### src/pkg/pfg_pkg.sv
// register map, field layout and constants of the post-divider frame pulse block
package pfg_pkg;

    // ============================================================
    // register indices (byte address is four times the index)
    localparam logic [7:0] PFG_IDX_S1_DIV_D = 8'h95;
    localparam logic [7:0] PFG_IDX_S2_DIV_A = 8'h98;
    localparam logic [7:0] PFG_IDX_ROUTE = 8'hB4;
    localparam logic [7:0] PFG_IDX_STATUS = 8'hC0;

    // ============================================================
    // reset values
    localparam logic [23:0] PFG_S1_DIV_D_RST = 24'h000032;
    localparam logic [23:0] PFG_S2_DIV_A_RST = 24'h000000;
    localparam logic [1:0] PFG_ROUTE_RST = 2'h0;

    // ============================================================
    // divider register fields
    localparam int PFG_MODE_HI = 23;
    localparam int PFG_MODE_LO = 20;
    localparam int PFG_TYPE_BIT = 19;
    localparam int PFG_POL_BIT = 18;
    localparam int PFG_SEL_HI = 17;
    localparam int PFG_SEL_LO = 16;
    localparam int PFG_PER_HI = 15;
    localparam int PFG_PER_LO = 0;
    localparam logic [3:0] PFG_FRAME_NIBBLE = 4'hF;
    localparam logic [23:0] PFG_MAX_RATIO = 24'hEFFFFF;
    localparam logic [23:0] PFG_MIN_RATIO = 24'h000002;

    // ============================================================
    // route and status register fields
    localparam int PFG_ROUTE_D_BIT = 0;
    localparam int PFG_ROUTE_A_BIT = 1;
    localparam int PFG_STAT_D_OUT_BIT = 0;
    localparam int PFG_STAT_A_OUT_BIT = 1;
    localparam int PFG_STAT_D_RSV_BIT = 2;
    localparam int PFG_STAT_A_RSV_BIT = 3;

    // ============================================================
    // related clock select: which code is reserved for each channel
    localparam logic [1:0] PFG_S1_RSV_SEL = 2'h3;
    localparam logic [1:0] PFG_S2_RSV_SEL = 2'h0;

    // ============================================================
    // bus answer
    localparam logic [31:0] PFG_UNMAPPED_DATA = 32'h00000000;

endpackage

### src/rtl/pfg_postdivider_top.sv
// post-divider clock and frame pulse generator with its register slave
`timescale 1ns/1ps

// ============================================================
// one post-divider channel
module pfg_channel
    import pfg_pkg::*;
#(
    parameter logic [1:0] RSV_SEL = 2'h3
) (
    input wire logic clk_in,
    input wire logic reset_in,
    input wire logic [23:0] cfg_in,
    input wire logic routed_in,
    input wire logic [2:0] related_in,
    output logic clk_out,
    output logic reserved_out
);

    // map a select code onto the index of the related input
    function automatic logic [1:0] rel_index(input logic [1:0] sel);
        rel_index = (RSV_SEL == 2'h0) ? 2'(sel - 2'h1) : sel;
    endfunction

    // a code that names no input reads as a quiet low, never as an out-of-range index
    function automatic logic rel_pick(input logic [2:0] clks, input logic [1:0] idx);
        rel_pick = (idx == 2'h3) ? 1'b0 : clks[idx];
    endfunction

    // only the two reserved codes of the map are decoded
    generate
        if (RSV_SEL != 2'h0 && RSV_SEL != 2'h3) begin : g_rsv_check
            $error("RSV_SEL must be 0 or 3");
        end
    endgenerate

    logic [23:0] div_cnt_reg;
    logic [23:0] div_cnt_next;
    logic div_clk_reg;
    logic [15:0] per_cnt_reg;
    logic [15:0] per_cnt_next;
    logic rel_prev_reg;
    logic active_reg;
    logic active_next;
    logic out_reg;

    wire frame_mode = (cfg_in[PFG_MODE_HI:PFG_MODE_LO] == PFG_FRAME_NIBBLE);
    wire [1:0] sel = cfg_in[PFG_SEL_HI:PFG_SEL_LO];
    wire sel_reserved = frame_mode && (sel == RSV_SEL);
    wire [1:0] sel_idx = rel_index(sel);
    wire rel = rel_pick(related_in, sel_idx);
    wire rel_rise = rel && !rel_prev_reg;
    wire rel_fall = !rel && rel_prev_reg;
    wire [15:0] period = cfg_in[PFG_PER_HI:PFG_PER_LO];
    wire period_ok = (period != 16'h0000);
    wire last_period = (per_cnt_reg >= 16'(period - 16'h0001));
    wire edge_type = cfg_in[PFG_TYPE_BIT];
    // configurable pins see the opposite polarity of the programmed bit
    wire invert = cfg_in[PFG_POL_BIT] ^ routed_in;

    // ratios below two cannot be made from one clock edge, so they run at half rate
    wire [23:0] ratio = (cfg_in < PFG_MIN_RATIO) ? PFG_MIN_RATIO : cfg_in;
    wire [23:0] high_len = 24'((25'(ratio) + 25'h1) >> 1);
    wire div_wrap = (div_cnt_reg >= 24'(ratio - 24'h1));

    // ============================================================
    // normal mode divider
    always_comb begin
        div_cnt_next = div_wrap ? 24'h000000 : 24'(div_cnt_reg + 24'h1);
    end

    // ============================================================
    // frame pulse sequencing
    always_comb begin
        per_cnt_next = per_cnt_reg;
        if (rel_rise) begin
            per_cnt_next = last_period ? 16'h0000 : 16'(per_cnt_reg + 16'h0001);
        end
        active_next = active_reg;
        if (!frame_mode || sel_reserved || !period_ok) begin
            active_next = 1'b0;
        end else if (edge_type) begin
            // boundary sits on the rising edge that starts the pulse
            if (rel_rise) begin
                active_next = last_period;
            end
        end else begin
            // pulse opens half a related period before the boundary
            if (rel_fall) begin
                active_next = last_period;
            end
        end
    end

    always_ff @(posedge clk_in) begin
        if (reset_in) begin
            div_cnt_reg <= 24'h000000;
            div_clk_reg <= 1'b0;
            per_cnt_reg <= 16'h0000;
            rel_prev_reg <= 1'b0;
            active_reg <= 1'b0;
            out_reg <= 1'b0;
        end else begin
            div_cnt_reg <= div_cnt_next;
            div_clk_reg <= (div_cnt_next < high_len);
            per_cnt_reg <= per_cnt_next;
            rel_prev_reg <= rel;
            active_reg <= active_next;
            out_reg <= frame_mode ? (active_reg ^ invert) : div_clk_reg;
        end
    end

    assign clk_out = out_reg;
    assign reserved_out = sel_reserved;

    // ============================================================
    // checks
    AST_DIV_HIGH_START: assert property (@(posedge clk_in) disable iff (reset_in)
        (!frame_mode && $stable(cfg_in) && div_wrap) |=> div_clk_reg)
        else $error("divided clock not high at start of period");
    AST_DIV_LOW_HALF: assert property (@(posedge clk_in) disable iff (reset_in)
        (!frame_mode && $stable(cfg_in) && (div_cnt_next >= high_len)) |=> !div_clk_reg)
        else $error("divided clock not low in second half");
    AST_FRAME_IDLE_LEVEL: assert property (@(posedge clk_in) disable iff (reset_in)
        (frame_mode && !active_reg) ##1 $stable(cfg_in) && $stable(routed_in) |-> clk_out == invert)
        else $error("idle frame pulse level wrong");
    AST_EDGE_TYPE_START: assert property (@(posedge clk_in) disable iff (reset_in)
        (frame_mode && edge_type && !sel_reserved && period_ok && rel_rise && last_period) |=> active_reg)
        else $error("edge type pulse missing at boundary");
    AST_MID_TYPE_START: assert property (@(posedge clk_in) disable iff (reset_in)
        (frame_mode && !edge_type && !sel_reserved && period_ok && rel_fall && last_period) |=> active_reg)
        else $error("middle type pulse missing before boundary");
    AST_PERIOD_WRAP: assert property (@(posedge clk_in) disable iff (reset_in)
        (rel_rise && last_period) |=> per_cnt_reg == 16'h0000)
        else $error("period counter failed to wrap");
    AST_RESERVED_QUIET: assert property (@(posedge clk_in) disable iff (reset_in)
        sel_reserved [*2] |=> !active_reg && (clk_out == invert))
        else $error("reserved select produced a pulse");
    AST_POLARITY_ROUTE: assert property (@(posedge clk_in) disable iff (reset_in)
        (frame_mode && active_reg) ##1 (frame_mode && $stable(cfg_in) && $stable(routed_in))
        |-> clk_out == !(cfg_in[PFG_POL_BIT] ^ routed_in))
        else $error("active pulse level ignores routing");
    AST_NORMAL_OUTPUT: assert property (@(posedge clk_in) disable iff (reset_in)
        !frame_mode |=> clk_out == $past(div_clk_reg))
        else $error("normal mode output does not follow divider");
    AST_FRAME_OUTPUT: assert property (@(posedge clk_in) disable iff (reset_in)
        frame_mode |=> clk_out == $past(active_reg ^ invert))
        else $error("frame mode output does not follow pulse");
    AST_NO_PULSE_QUIET: assert property (@(posedge clk_in) disable iff (reset_in)
        (!frame_mode || sel_reserved || !period_ok) |=> !active_reg)
        else $error("pulse active without a usable setting");

    // period counter moves only on related rising edges
    AST_COUNT_HOLD: assert property (@(posedge clk_in) disable iff (reset_in)
        !rel_rise |=> per_cnt_reg == $past(per_cnt_reg))
        else $error("period counter moved without related edge");
    AST_COUNT_STEP: assert property (@(posedge clk_in) disable iff (reset_in)
        (rel_rise && !last_period) |=> per_cnt_reg == 16'($past(per_cnt_reg) + 16'h0001))
        else $error("period counter failed to step");
    AST_EDGE_TYPE_END: assert property (@(posedge clk_in) disable iff (reset_in)
        (frame_mode && edge_type && rel_rise && !last_period) |=> !active_reg)
        else $error("edge type pulse wider than one related period");
    AST_MID_TYPE_END: assert property (@(posedge clk_in) disable iff (reset_in)
        (frame_mode && !edge_type && rel_fall && !last_period) |=> !active_reg)
        else $error("middle type pulse wider than one related period");

    // divider counter steps by one and wraps to zero
    AST_DIV_WRAP_ZERO: assert property (@(posedge clk_in) disable iff (reset_in)
        div_wrap |=> div_cnt_reg == 24'h000000)
        else $error("divider counter failed to wrap");
    AST_DIV_STEP: assert property (@(posedge clk_in) disable iff (reset_in)
        !div_wrap |=> div_cnt_reg == 24'($past(div_cnt_reg) + 24'h000001))
        else $error("divider counter failed to step");

endmodule

// ============================================================
// top: register slave and the two channels
module pfg_postdivider_top
    import pfg_pkg::*;
#(
    parameter int ADDR_W = 10
) (
    input wire logic clk_in,
    input wire logic reset_in,
    input wire logic [ADDR_W-1:0] address_in,
    input wire logic read_in,
    input wire logic write_in,
    input wire logic [3:0] byteenable_in,
    input wire logic [31:0] writedata_in,
    input wire logic [2:0] synth1_related_clk_in,
    input wire logic [2:0] synth2_related_clk_in,
    output logic [31:0] readdata_out,
    output logic waitrequest_out,
    output logic synth1_divider_d_clk_out,
    output logic second_synth_first_ratio_clk_out
);

    generate
        if (ADDR_W < 10) begin : g_addr_check
            $error("ADDR_W too small for the register map");
        end
    endgenerate

    logic [23:0] synth1_divider_d_config_reg;
    logic [23:0] synth2_divider_a_config_reg;
    logic [1:0] route_reg;
    logic wait_reg;
    logic [31:0] rdata_reg;
    logic [31:0] rdata_next;
    logic d_clk;
    logic a_clk;
    logic d_rsv;
    logic a_rsv;

    // byte lanes 0..2 merge into a 24-bit register; both divider registers share this
    function automatic logic [23:0] merge_lanes(input logic [23:0] old_val, input logic [23:0] new_val,
                                                input logic [23:0] mask);
        merge_lanes = (old_val & ~mask) | (new_val & mask);
    endfunction

    // ============================================================
    // address decode; one wait state gives every access a fixed two-cycle answer
    wire [7:0] index = address_in[9:2];
    wire hit_d = (index == PFG_IDX_S1_DIV_D);
    wire hit_a = (index == PFG_IDX_S2_DIV_A);
    wire hit_route = (index == PFG_IDX_ROUTE);
    wire hit_stat = (index == PFG_IDX_STATUS);
    wire wr_go = write_in && !wait_reg;
    wire [23:0] lane_mask = {{8{byteenable_in[2]}}, {8{byteenable_in[1]}}, {8{byteenable_in[0]}}};
    wire [23:0] wdata = writedata_in[23:0];
    wire [23:0] d_wr = merge_lanes(synth1_divider_d_config_reg, wdata, lane_mask);
    wire [23:0] a_wr = merge_lanes(synth2_divider_a_config_reg, wdata, lane_mask);
    wire [3:0] status = {a_rsv, d_rsv, a_clk, d_clk};

    always_comb begin
        rdata_next = PFG_UNMAPPED_DATA;
        if (hit_d) begin
            rdata_next = {8'h00, synth1_divider_d_config_reg};
        end else if (hit_a) begin
            rdata_next = {8'h00, synth2_divider_a_config_reg};
        end else if (hit_route) begin
            rdata_next = {30'h00000000, route_reg};
        end else if (hit_stat) begin
            rdata_next = {28'h0000000, status};
        end
    end

    // ============================================================
    // registers
    always_ff @(posedge clk_in) begin
        if (reset_in) begin
            synth1_divider_d_config_reg <= PFG_S1_DIV_D_RST;
            synth2_divider_a_config_reg <= PFG_S2_DIV_A_RST;
            route_reg <= PFG_ROUTE_RST;
            wait_reg <= 1'b1;
            rdata_reg <= 32'h00000000;
        end else begin
            wait_reg <= !((read_in || write_in) && wait_reg);
            rdata_reg <= (read_in && wait_reg) ? rdata_next : rdata_reg;
            if (wr_go && hit_d) begin
                synth1_divider_d_config_reg <= d_wr;
            end
            if (wr_go && hit_a) begin
                synth2_divider_a_config_reg <= a_wr;
            end
            if (wr_go && hit_route && byteenable_in[0]) begin
                route_reg <= writedata_in[1:0];
            end
        end
    end

    assign readdata_out = rdata_reg;
    assign waitrequest_out = wait_reg;

    // ============================================================
    // channels
    pfg_channel #(
        .RSV_SEL(PFG_S1_RSV_SEL)
    ) u_synth1_d (
        .clk_in(clk_in),
        .reset_in(reset_in),
        .cfg_in(synth1_divider_d_config_reg),
        .routed_in(route_reg[PFG_ROUTE_D_BIT]),
        .related_in(synth1_related_clk_in),
        .clk_out(d_clk),
        .reserved_out(d_rsv)
    );

    pfg_channel #(
        .RSV_SEL(PFG_S2_RSV_SEL)
    ) u_synth2_a (
        .clk_in(clk_in),
        .reset_in(reset_in),
        .cfg_in(synth2_divider_a_config_reg),
        .routed_in(route_reg[PFG_ROUTE_A_BIT]),
        .related_in(synth2_related_clk_in),
        .clk_out(a_clk),
        .reserved_out(a_rsv)
    );

    assign synth1_divider_d_clk_out = d_clk;
    assign second_synth_first_ratio_clk_out = a_clk;

    // ============================================================
    // reset and bus checks
    AST_RESET_VALUE: assert property (@(posedge clk_in)
        reset_in |=> synth1_divider_d_config_reg == PFG_S1_DIV_D_RST)
        else $error("divider D reset value wrong");
    AST_RESET_BUS: assert property (@(posedge clk_in)
        reset_in |=> waitrequest_out && (readdata_out == 32'h00000000))
        else $error("bus outputs not idle after reset");
    AST_RESET_PINS: assert property (@(posedge clk_in)
        reset_in |=> !synth1_divider_d_clk_out && !second_synth_first_ratio_clk_out)
        else $error("clock outputs not low after reset");

    // every request gets exactly one wait state
    AST_WAIT_ONE_CYCLE: assert property (@(posedge clk_in) disable iff (reset_in)
        ((read_in || write_in) && waitrequest_out) |=> !waitrequest_out)
        else $error("request not answered after one wait state");
    AST_WAIT_RELEASE: assert property (@(posedge clk_in) disable iff (reset_in)
        !waitrequest_out |=> waitrequest_out)
        else $error("waitrequest low for more than one cycle");
    AST_WRITE_D: assert property (@(posedge clk_in) disable iff (reset_in)
        (wr_go && hit_d) |=> synth1_divider_d_config_reg == $past(d_wr))
        else $error("write to divider D lost");
    AST_WRITE_A: assert property (@(posedge clk_in) disable iff (reset_in)
        (wr_go && hit_a) |=> synth2_divider_a_config_reg == $past(a_wr))
        else $error("write to divider A lost");
    AST_READ_DATA: assert property (@(posedge clk_in) disable iff (reset_in)
        (read_in && waitrequest_out) |=> readdata_out == $past(rdata_next))
        else $error("read answer does not carry the addressed register");

endmodule

### config.mk
export PLATFORM = sky130hd
export DESIGN_NAME = pfg_postdivider_top
export DESIGN_NICKNAME = d
export VERILOG_FILES = /design/src/pkg/pfg_pkg.sv /design/src/rtl/pfg_postdivider_top.sv
export SDC_FILE = /design/constraint.sdc
export NUM_CORES = 1
export LEC_CHECK = 0
export BUFFER_PORTS_ARGS = -buffer_cell sky130_fd_sc_hd__buf_2
export CAP_MARGIN = 30
export CELL_PAD_IN_SITES_DETAIL_PLACEMENT = 0
export CELL_PAD_IN_SITES_GLOBAL_PLACEMENT = 1
export CORE_MARGIN = 1.5
export CORE_UTILIZATION = 30
export DETAILED_ROUTE_END_ITERATION = 16
export GPL_TIMING_DRIVEN = 0
export PLACE_DENSITY = 0.61
export SYNTH_ARGS = -nofsm -noshare
export SYNTH_HDL_FRONTEND = slang
export SYNTH_SLANG_ARGS = --single-unit
### constraint.sdc
create_clock -name clk_in -period 6.8 [get_ports clk_in]
set_input_delay 2.04 -clock clk_in [delete_from_list [all_inputs] [get_ports clk_in]]
set_output_delay 2.04 -clock clk_in [all_outputs]
set_load 0.01 [all_outputs]
==> Flow_metrics.wiki <==
{| class="wikitable"
! Metric !! Value
|-
| Outcome || completed
|-
| Cell Rows || 72
|-
| Distinct cell type count after synthesis || 63
|-
| Routed wire length || 37.72 mm
|-
| Clock latency reported for the late side of the worst-skew pair || 0.44 ns
|-
| Actual transition at the worst max-transition pin || 0.8402 ns
|-
| Class of the most critical hold timing path || flop to flop
|-
| Static power due to leakage || 5.812 nW
|-
| Inserted Clock Buffers || 17
|-
| Post-synthesis instance area || 11860 sq um
|-
| Share of post-route cells with drive strength above 1 || 10.01%
|-
| Number of buffers inserted for hold repair after clock tree synthesis || 0
|-
| Number of instances on the worst hold path || 1
|-
| Cell occurring most often along the worst timing path || sky130_fd_sc_hd__nand2_1
|-
| Required @ worst endpoint || 7.16 ns
|-
| Initial antenna violation count || 3
|-
| Longest Clk Path Bufs || 2
|-
| Final count of hold timing violations || 0
|-
| IO Port Bufs || 71
|-
| Cell count after synthesis || 1462
|-
| Final number of setup-violating endpoints || 0
|-
| Element type at the critical path end || flop
|-
| Detailed-placement wirelength estimate || 30.19 mm
|-
| Reg clk slew, reported paths || 0.07 ns
|-
| Number of stages on the worst setup path || 26
|-
| Count of cells along the worst register-to-register path || 26
|-
| Worst supply voltage drop on vdd || 132.7 uV
|-
| Number of placed instances with taps included || 2059
|-
| Number of search-and-repair iterations in the first detailed-routing pass || 5
|-
| Fraction of registers with async set/reset || 0%
|-
| Die Width || 201.8 microns
|-
| Worst-case setup margin in the final layout || 0.3078 ns
|-
| TritonCTS clock tree || done
|-
| Overflow left after global routing || 0
|-
| Overall routing resource usage || 18.47%
|-
| Antenna violation net count after detailed routing || 0
|-
| Maximum single-stage delay on the critical path || 0.46 ns
|-
| Data arrival time of the worst path || 6.85 ns
|-
| CTS sink cnt || 163
|-
| Placeable core area || 38830 sq um
|-
| Violation count after the first detailed-route iteration || 586
|-
| Height of the chip || 201.8 microns
|-
| Classification of the worst setup path || flop to flop
|-
| Worst Hold Launch || waitrequest_out
|-
| Dominant synthesized flop cell || sky130_fd_sc_hd__dfxtp_1
|-
| Area of combinational cells with multiple inputs || 8188 sq um
|-
| Slowest cell on crit path || sky130_fd_sc_hd__or3_1
|-
| H-tree level count || 4
|-
| Min Clock Period, post-route || 6.492 ns
|-
| Non-filler cells, final || 2097
|-
| Buffer and inverter count on the worst path || 3
|-
| Terminating pin of the worst hold path || waitrequest_out
|-
| Number of fillers in the final layout || 4114
|-
| Reported max-cap violation count || 0
|-
| Area enclosed by the die boundary || 40740 sq um
|-
| Number of enable-type register cells in the synthesized netlist || 0
|-
| Largest net degree at the start of global routing || 17
|-
| Share of the yosys chip area belonging to registers || 27.51%
|-
| DRC Markers || 0
|-
| Synthesized area divided by synthesized cell count || 8.113 sq um
|-
| Nets || 1762
|-
| Synth-to-layout area growth || 15.25%
|-
| Reg2reg setup slack || 0.31 ns
|-
| Max-slew violation total from the final report || 0
|-
| Setup slack at placement || -0.6739 ns
|-
| Root Buffer Master || sky130_fd_sc_hd__clkbuf_16
|-
| Leading area contributor after synthesis || sky130_fd_sc_hd__dfxtp_1
|-
| Area contributors post-synth || sky130_fd_sc_hd__dfxtp_1, sky130_fd_sc_hd__ha_1, sky130_fd_sc_hd__xor2_1
|-
| Portion of the clock cycle consumed by the worst path in the final layout || 95.47%
|-
| Vias per inst || 5.056
|-
| Top delay family on crit path || simple AND/OR/NAND/NOR gates
|-
| Total number of yosys warnings || 0
|-
| Post-route core utilization || 35.21%
|-
| Worst-path maximum fanout || 10
|-
| Top cell type's share of synthesized area || 27.51%
|-
| Number of global-route vias before repair || 10006
|-
| Startpoint types || flop
|-
| Vias after detailed routing || 10602
|-
| Maximum achievable frequency || 0.1540 GHz
|-
| GP Congestion || 0.8263
|-
| Layout Skew || 0.01065 ns
|-
| RR Endpoint || u_synth1_d.div_clk_reg
|-
| First-pass GRT wire length || 57.97 mm
|-
| Power per unit of standard cell area || 175.6 nW/um^2
|-
| Starting Density || 30.55%
|-
| Number of top-level pins || 91
|-
| Post-synthesis register bit count || 163
|-
| Total Power || 2.400 mW
|-
| Post-DR wirelength/cell || 17.99 microns
|-
| Sequential standard cell area || 3263 sq um
|-
| Worst-case headroom to the max-slew limit || 43.55%
|}
## cell families after synthesis
family | Yosys count | share of synthesized area (%)
mux | 47 | 3.966
other cells | 1 | 0.03162
flops | 163 | 27.51
xor+xnor | 179 | 13.28
compound gates | 176 | 9.968
simple gates | 633 | 26.09
fa+ha+maj | 140 | 14.77
buf+inv | 123 | 4.388
## metal layers
metal,vias up,wire length [microns],global-route usage (%),part of all wire (%)
li1,5343,-,-,-
met1,5005,19590,27.19,52
met3,40,1599,2.999,4.2
met5,-,34,0,0.090
met2,208,15930,27.60,42
met4,6,575,4.957,1.5
## repair_timing
| action | CTS | global route |
|---|---|---|
| setup buffers | 2 | 3 |
| endpoints found under the setup margin | 2 | 2 |
| resized for setup | 7 | 20 |
| pin swaps | 1 | 2 |
## cells in the mapped netlist (4+ instances only)
cell type                   instances
sky130_fd_sc_hd__o21ai_0           31
sky130_fd_sc_hd__nand4_1           34
sky130_fd_sc_hd__nand3_1           73
sky130_fd_sc_hd__and4_1            23
sky130_fd_sc_hd__xnor2_1           58
sky130_fd_sc_hd__mux2i_1           47
sky130_fd_sc_hd__and2_1             9
sky130_fd_sc_hd__nor3_1            51
sky130_fd_sc_hd__a211o_1            4
sky130_fd_sc_hd__a21oi_1           51
sky130_fd_sc_hd__dfxtp_1          163
sky130_fd_sc_hd__a221oi_1          25
sky130_fd_sc_hd__nor2b_1           14
sky130_fd_sc_hd__nand2b_1           6
sky130_fd_sc_hd__o21a_1            10
sky130_fd_sc_hd__a21o_1            15
sky130_fd_sc_hd__a2111oi_0          5
sky130_fd_sc_hd__buf_4              9
sky130_fd_sc_hd__or3_1              5
sky130_fd_sc_hd__inv_1             25
sky130_fd_sc_hd__buf_2             11
sky130_fd_sc_hd__nor2_1           234
sky130_fd_sc_hd__ha_1             140
sky130_fd_sc_hd__a41o_1             6
sky130_fd_sc_hd__o211ai_1           6
sky130_fd_sc_hd__nand2_1          116
sky130_fd_sc_hd__nor4_1            11
sky130_fd_sc_hd__clkbuf_1          73
sky130_fd_sc_hd__and3_1            28
sky130_fd_sc_hd__a211oi_1           5
sky130_fd_sc_hd__nor3b_1            6
sky130_fd_sc_hd__xor2_1           120
## area by class of cell
type / count / area share (%)
diodes: 1 / 0.01830
plain buffers: 98 / 3.194
clock buffers: 19 / 3.313
clock inverters: 12 / 1.318
inverters: 25 / 0.6864
multi-input cells: 1183 / 59.89
flip-flops and latches: 163 / 23.87
well taps: 518 / 4.741
repair buffers: 78 / 2.965
## through the flow
step                      hold WS (ns)  area, sq um  setup TNS [ns]
after detailed placement        0.4460        12900         -0.6739
final                           0.4584        13670               0
after floorplan                 0.4174        11890               0
after global routing            0.4958        13670        -0.01641
after CTS                       0.4663        13570               0
after global placement          0.4285        12890         -0.8372
## worst register-to-register path, cell delays in order, from the launching register on
cell and delay (ns):
sky130_fd_sc_hd__dfxtp_1 0.30, sky130_fd_sc_hd__buf_1 0.28, sky130_fd_sc_hd__or3_1 0.46, sky130_fd_sc_hd__or2_1 0.29, sky130_fd_sc_hd__nor3_4 0.28, sky130_fd_sc_hd__nand4_1 0.29
sky130_fd_sc_hd__nand2_1 0.24, sky130_fd_sc_hd__ha_1 0.25, sky130_fd_sc_hd__and2_1 0.14, sky130_fd_sc_hd__clkbuf_1 0.25, sky130_fd_sc_hd__nand2_1 0.14, sky130_fd_sc_hd__xor2_1 0.17
sky130_fd_sc_hd__ha_1 0.33, sky130_fd_sc_hd__a21oi_1 0.15, sky130_fd_sc_hd__nand2_1 0.07, sky130_fd_sc_hd__a221o_1 0.34, sky130_fd_sc_hd__o31ai_1 0.38, sky130_fd_sc_hd__nand2_2 0.21
sky130_fd_sc_hd__clkbuf_4 0.26, sky130_fd_sc_hd__nor2_1 0.15, sky130_fd_sc_hd__ha_1 0.25, sky130_fd_sc_hd__and4_1 0.21, sky130_fd_sc_hd__a21oi_1 0.16, sky130_fd_sc_hd__nand2_1 0.08
sky130_fd_sc_hd__a2111oi_2 0.37, sky130_fd_sc_hd__o21ai_0 0.18, sky130_fd_sc_hd__a21oi_1 0.20
## layout by cell type, fill, tap and decap left out, types with 28 or more instances in the layout
cell type,n
sky130_fd_sc_hd__mux2i_1,47
sky130_fd_sc_hd__nor2_1,234
sky130_fd_sc_hd__nand4_1,34
sky130_fd_sc_hd__clkbuf_1,69
sky130_fd_sc_hd__xnor2_1,58
sky130_fd_sc_hd__a21oi_1,51
sky130_fd_sc_hd__nor3_1,49
sky130_fd_sc_hd__buf_2,83
sky130_fd_sc_hd__xor2_1,120
sky130_fd_sc_hd__dfxtp_1,163
sky130_fd_sc_hd__nand3_1,73
sky130_fd_sc_hd__ha_1,139
sky130_fd_sc_hd__nand2_1,115
sky130_fd_sc_hd__and3_1,28
sky130_fd_sc_hd__o21ai_0,31
## worst max-delay path by stage
stage / start / endpoint
after floorplan: flop / u_synth1_d.div_clk_reg
after global placement: flop / u_synth1_d.div_clk_reg
after detailed placement: flop / u_synth1_d.div_clk_reg
after CTS: flop / u_synth1_d.div_clk_reg
after global routing: flop / u_synth1_d.div_clk_reg
final: flop / u_synth1_d.div_clk_reg
## power by group
| group | switching (mW) | internal, mW |
|---|---|---|
| sequential | 0.0246 | 0.978 |
| clock | 0.434 | 0.634 |
| combinational | 0.217 | 0.112 |
No activity file was read; power rests on OpenSTA's default activity.
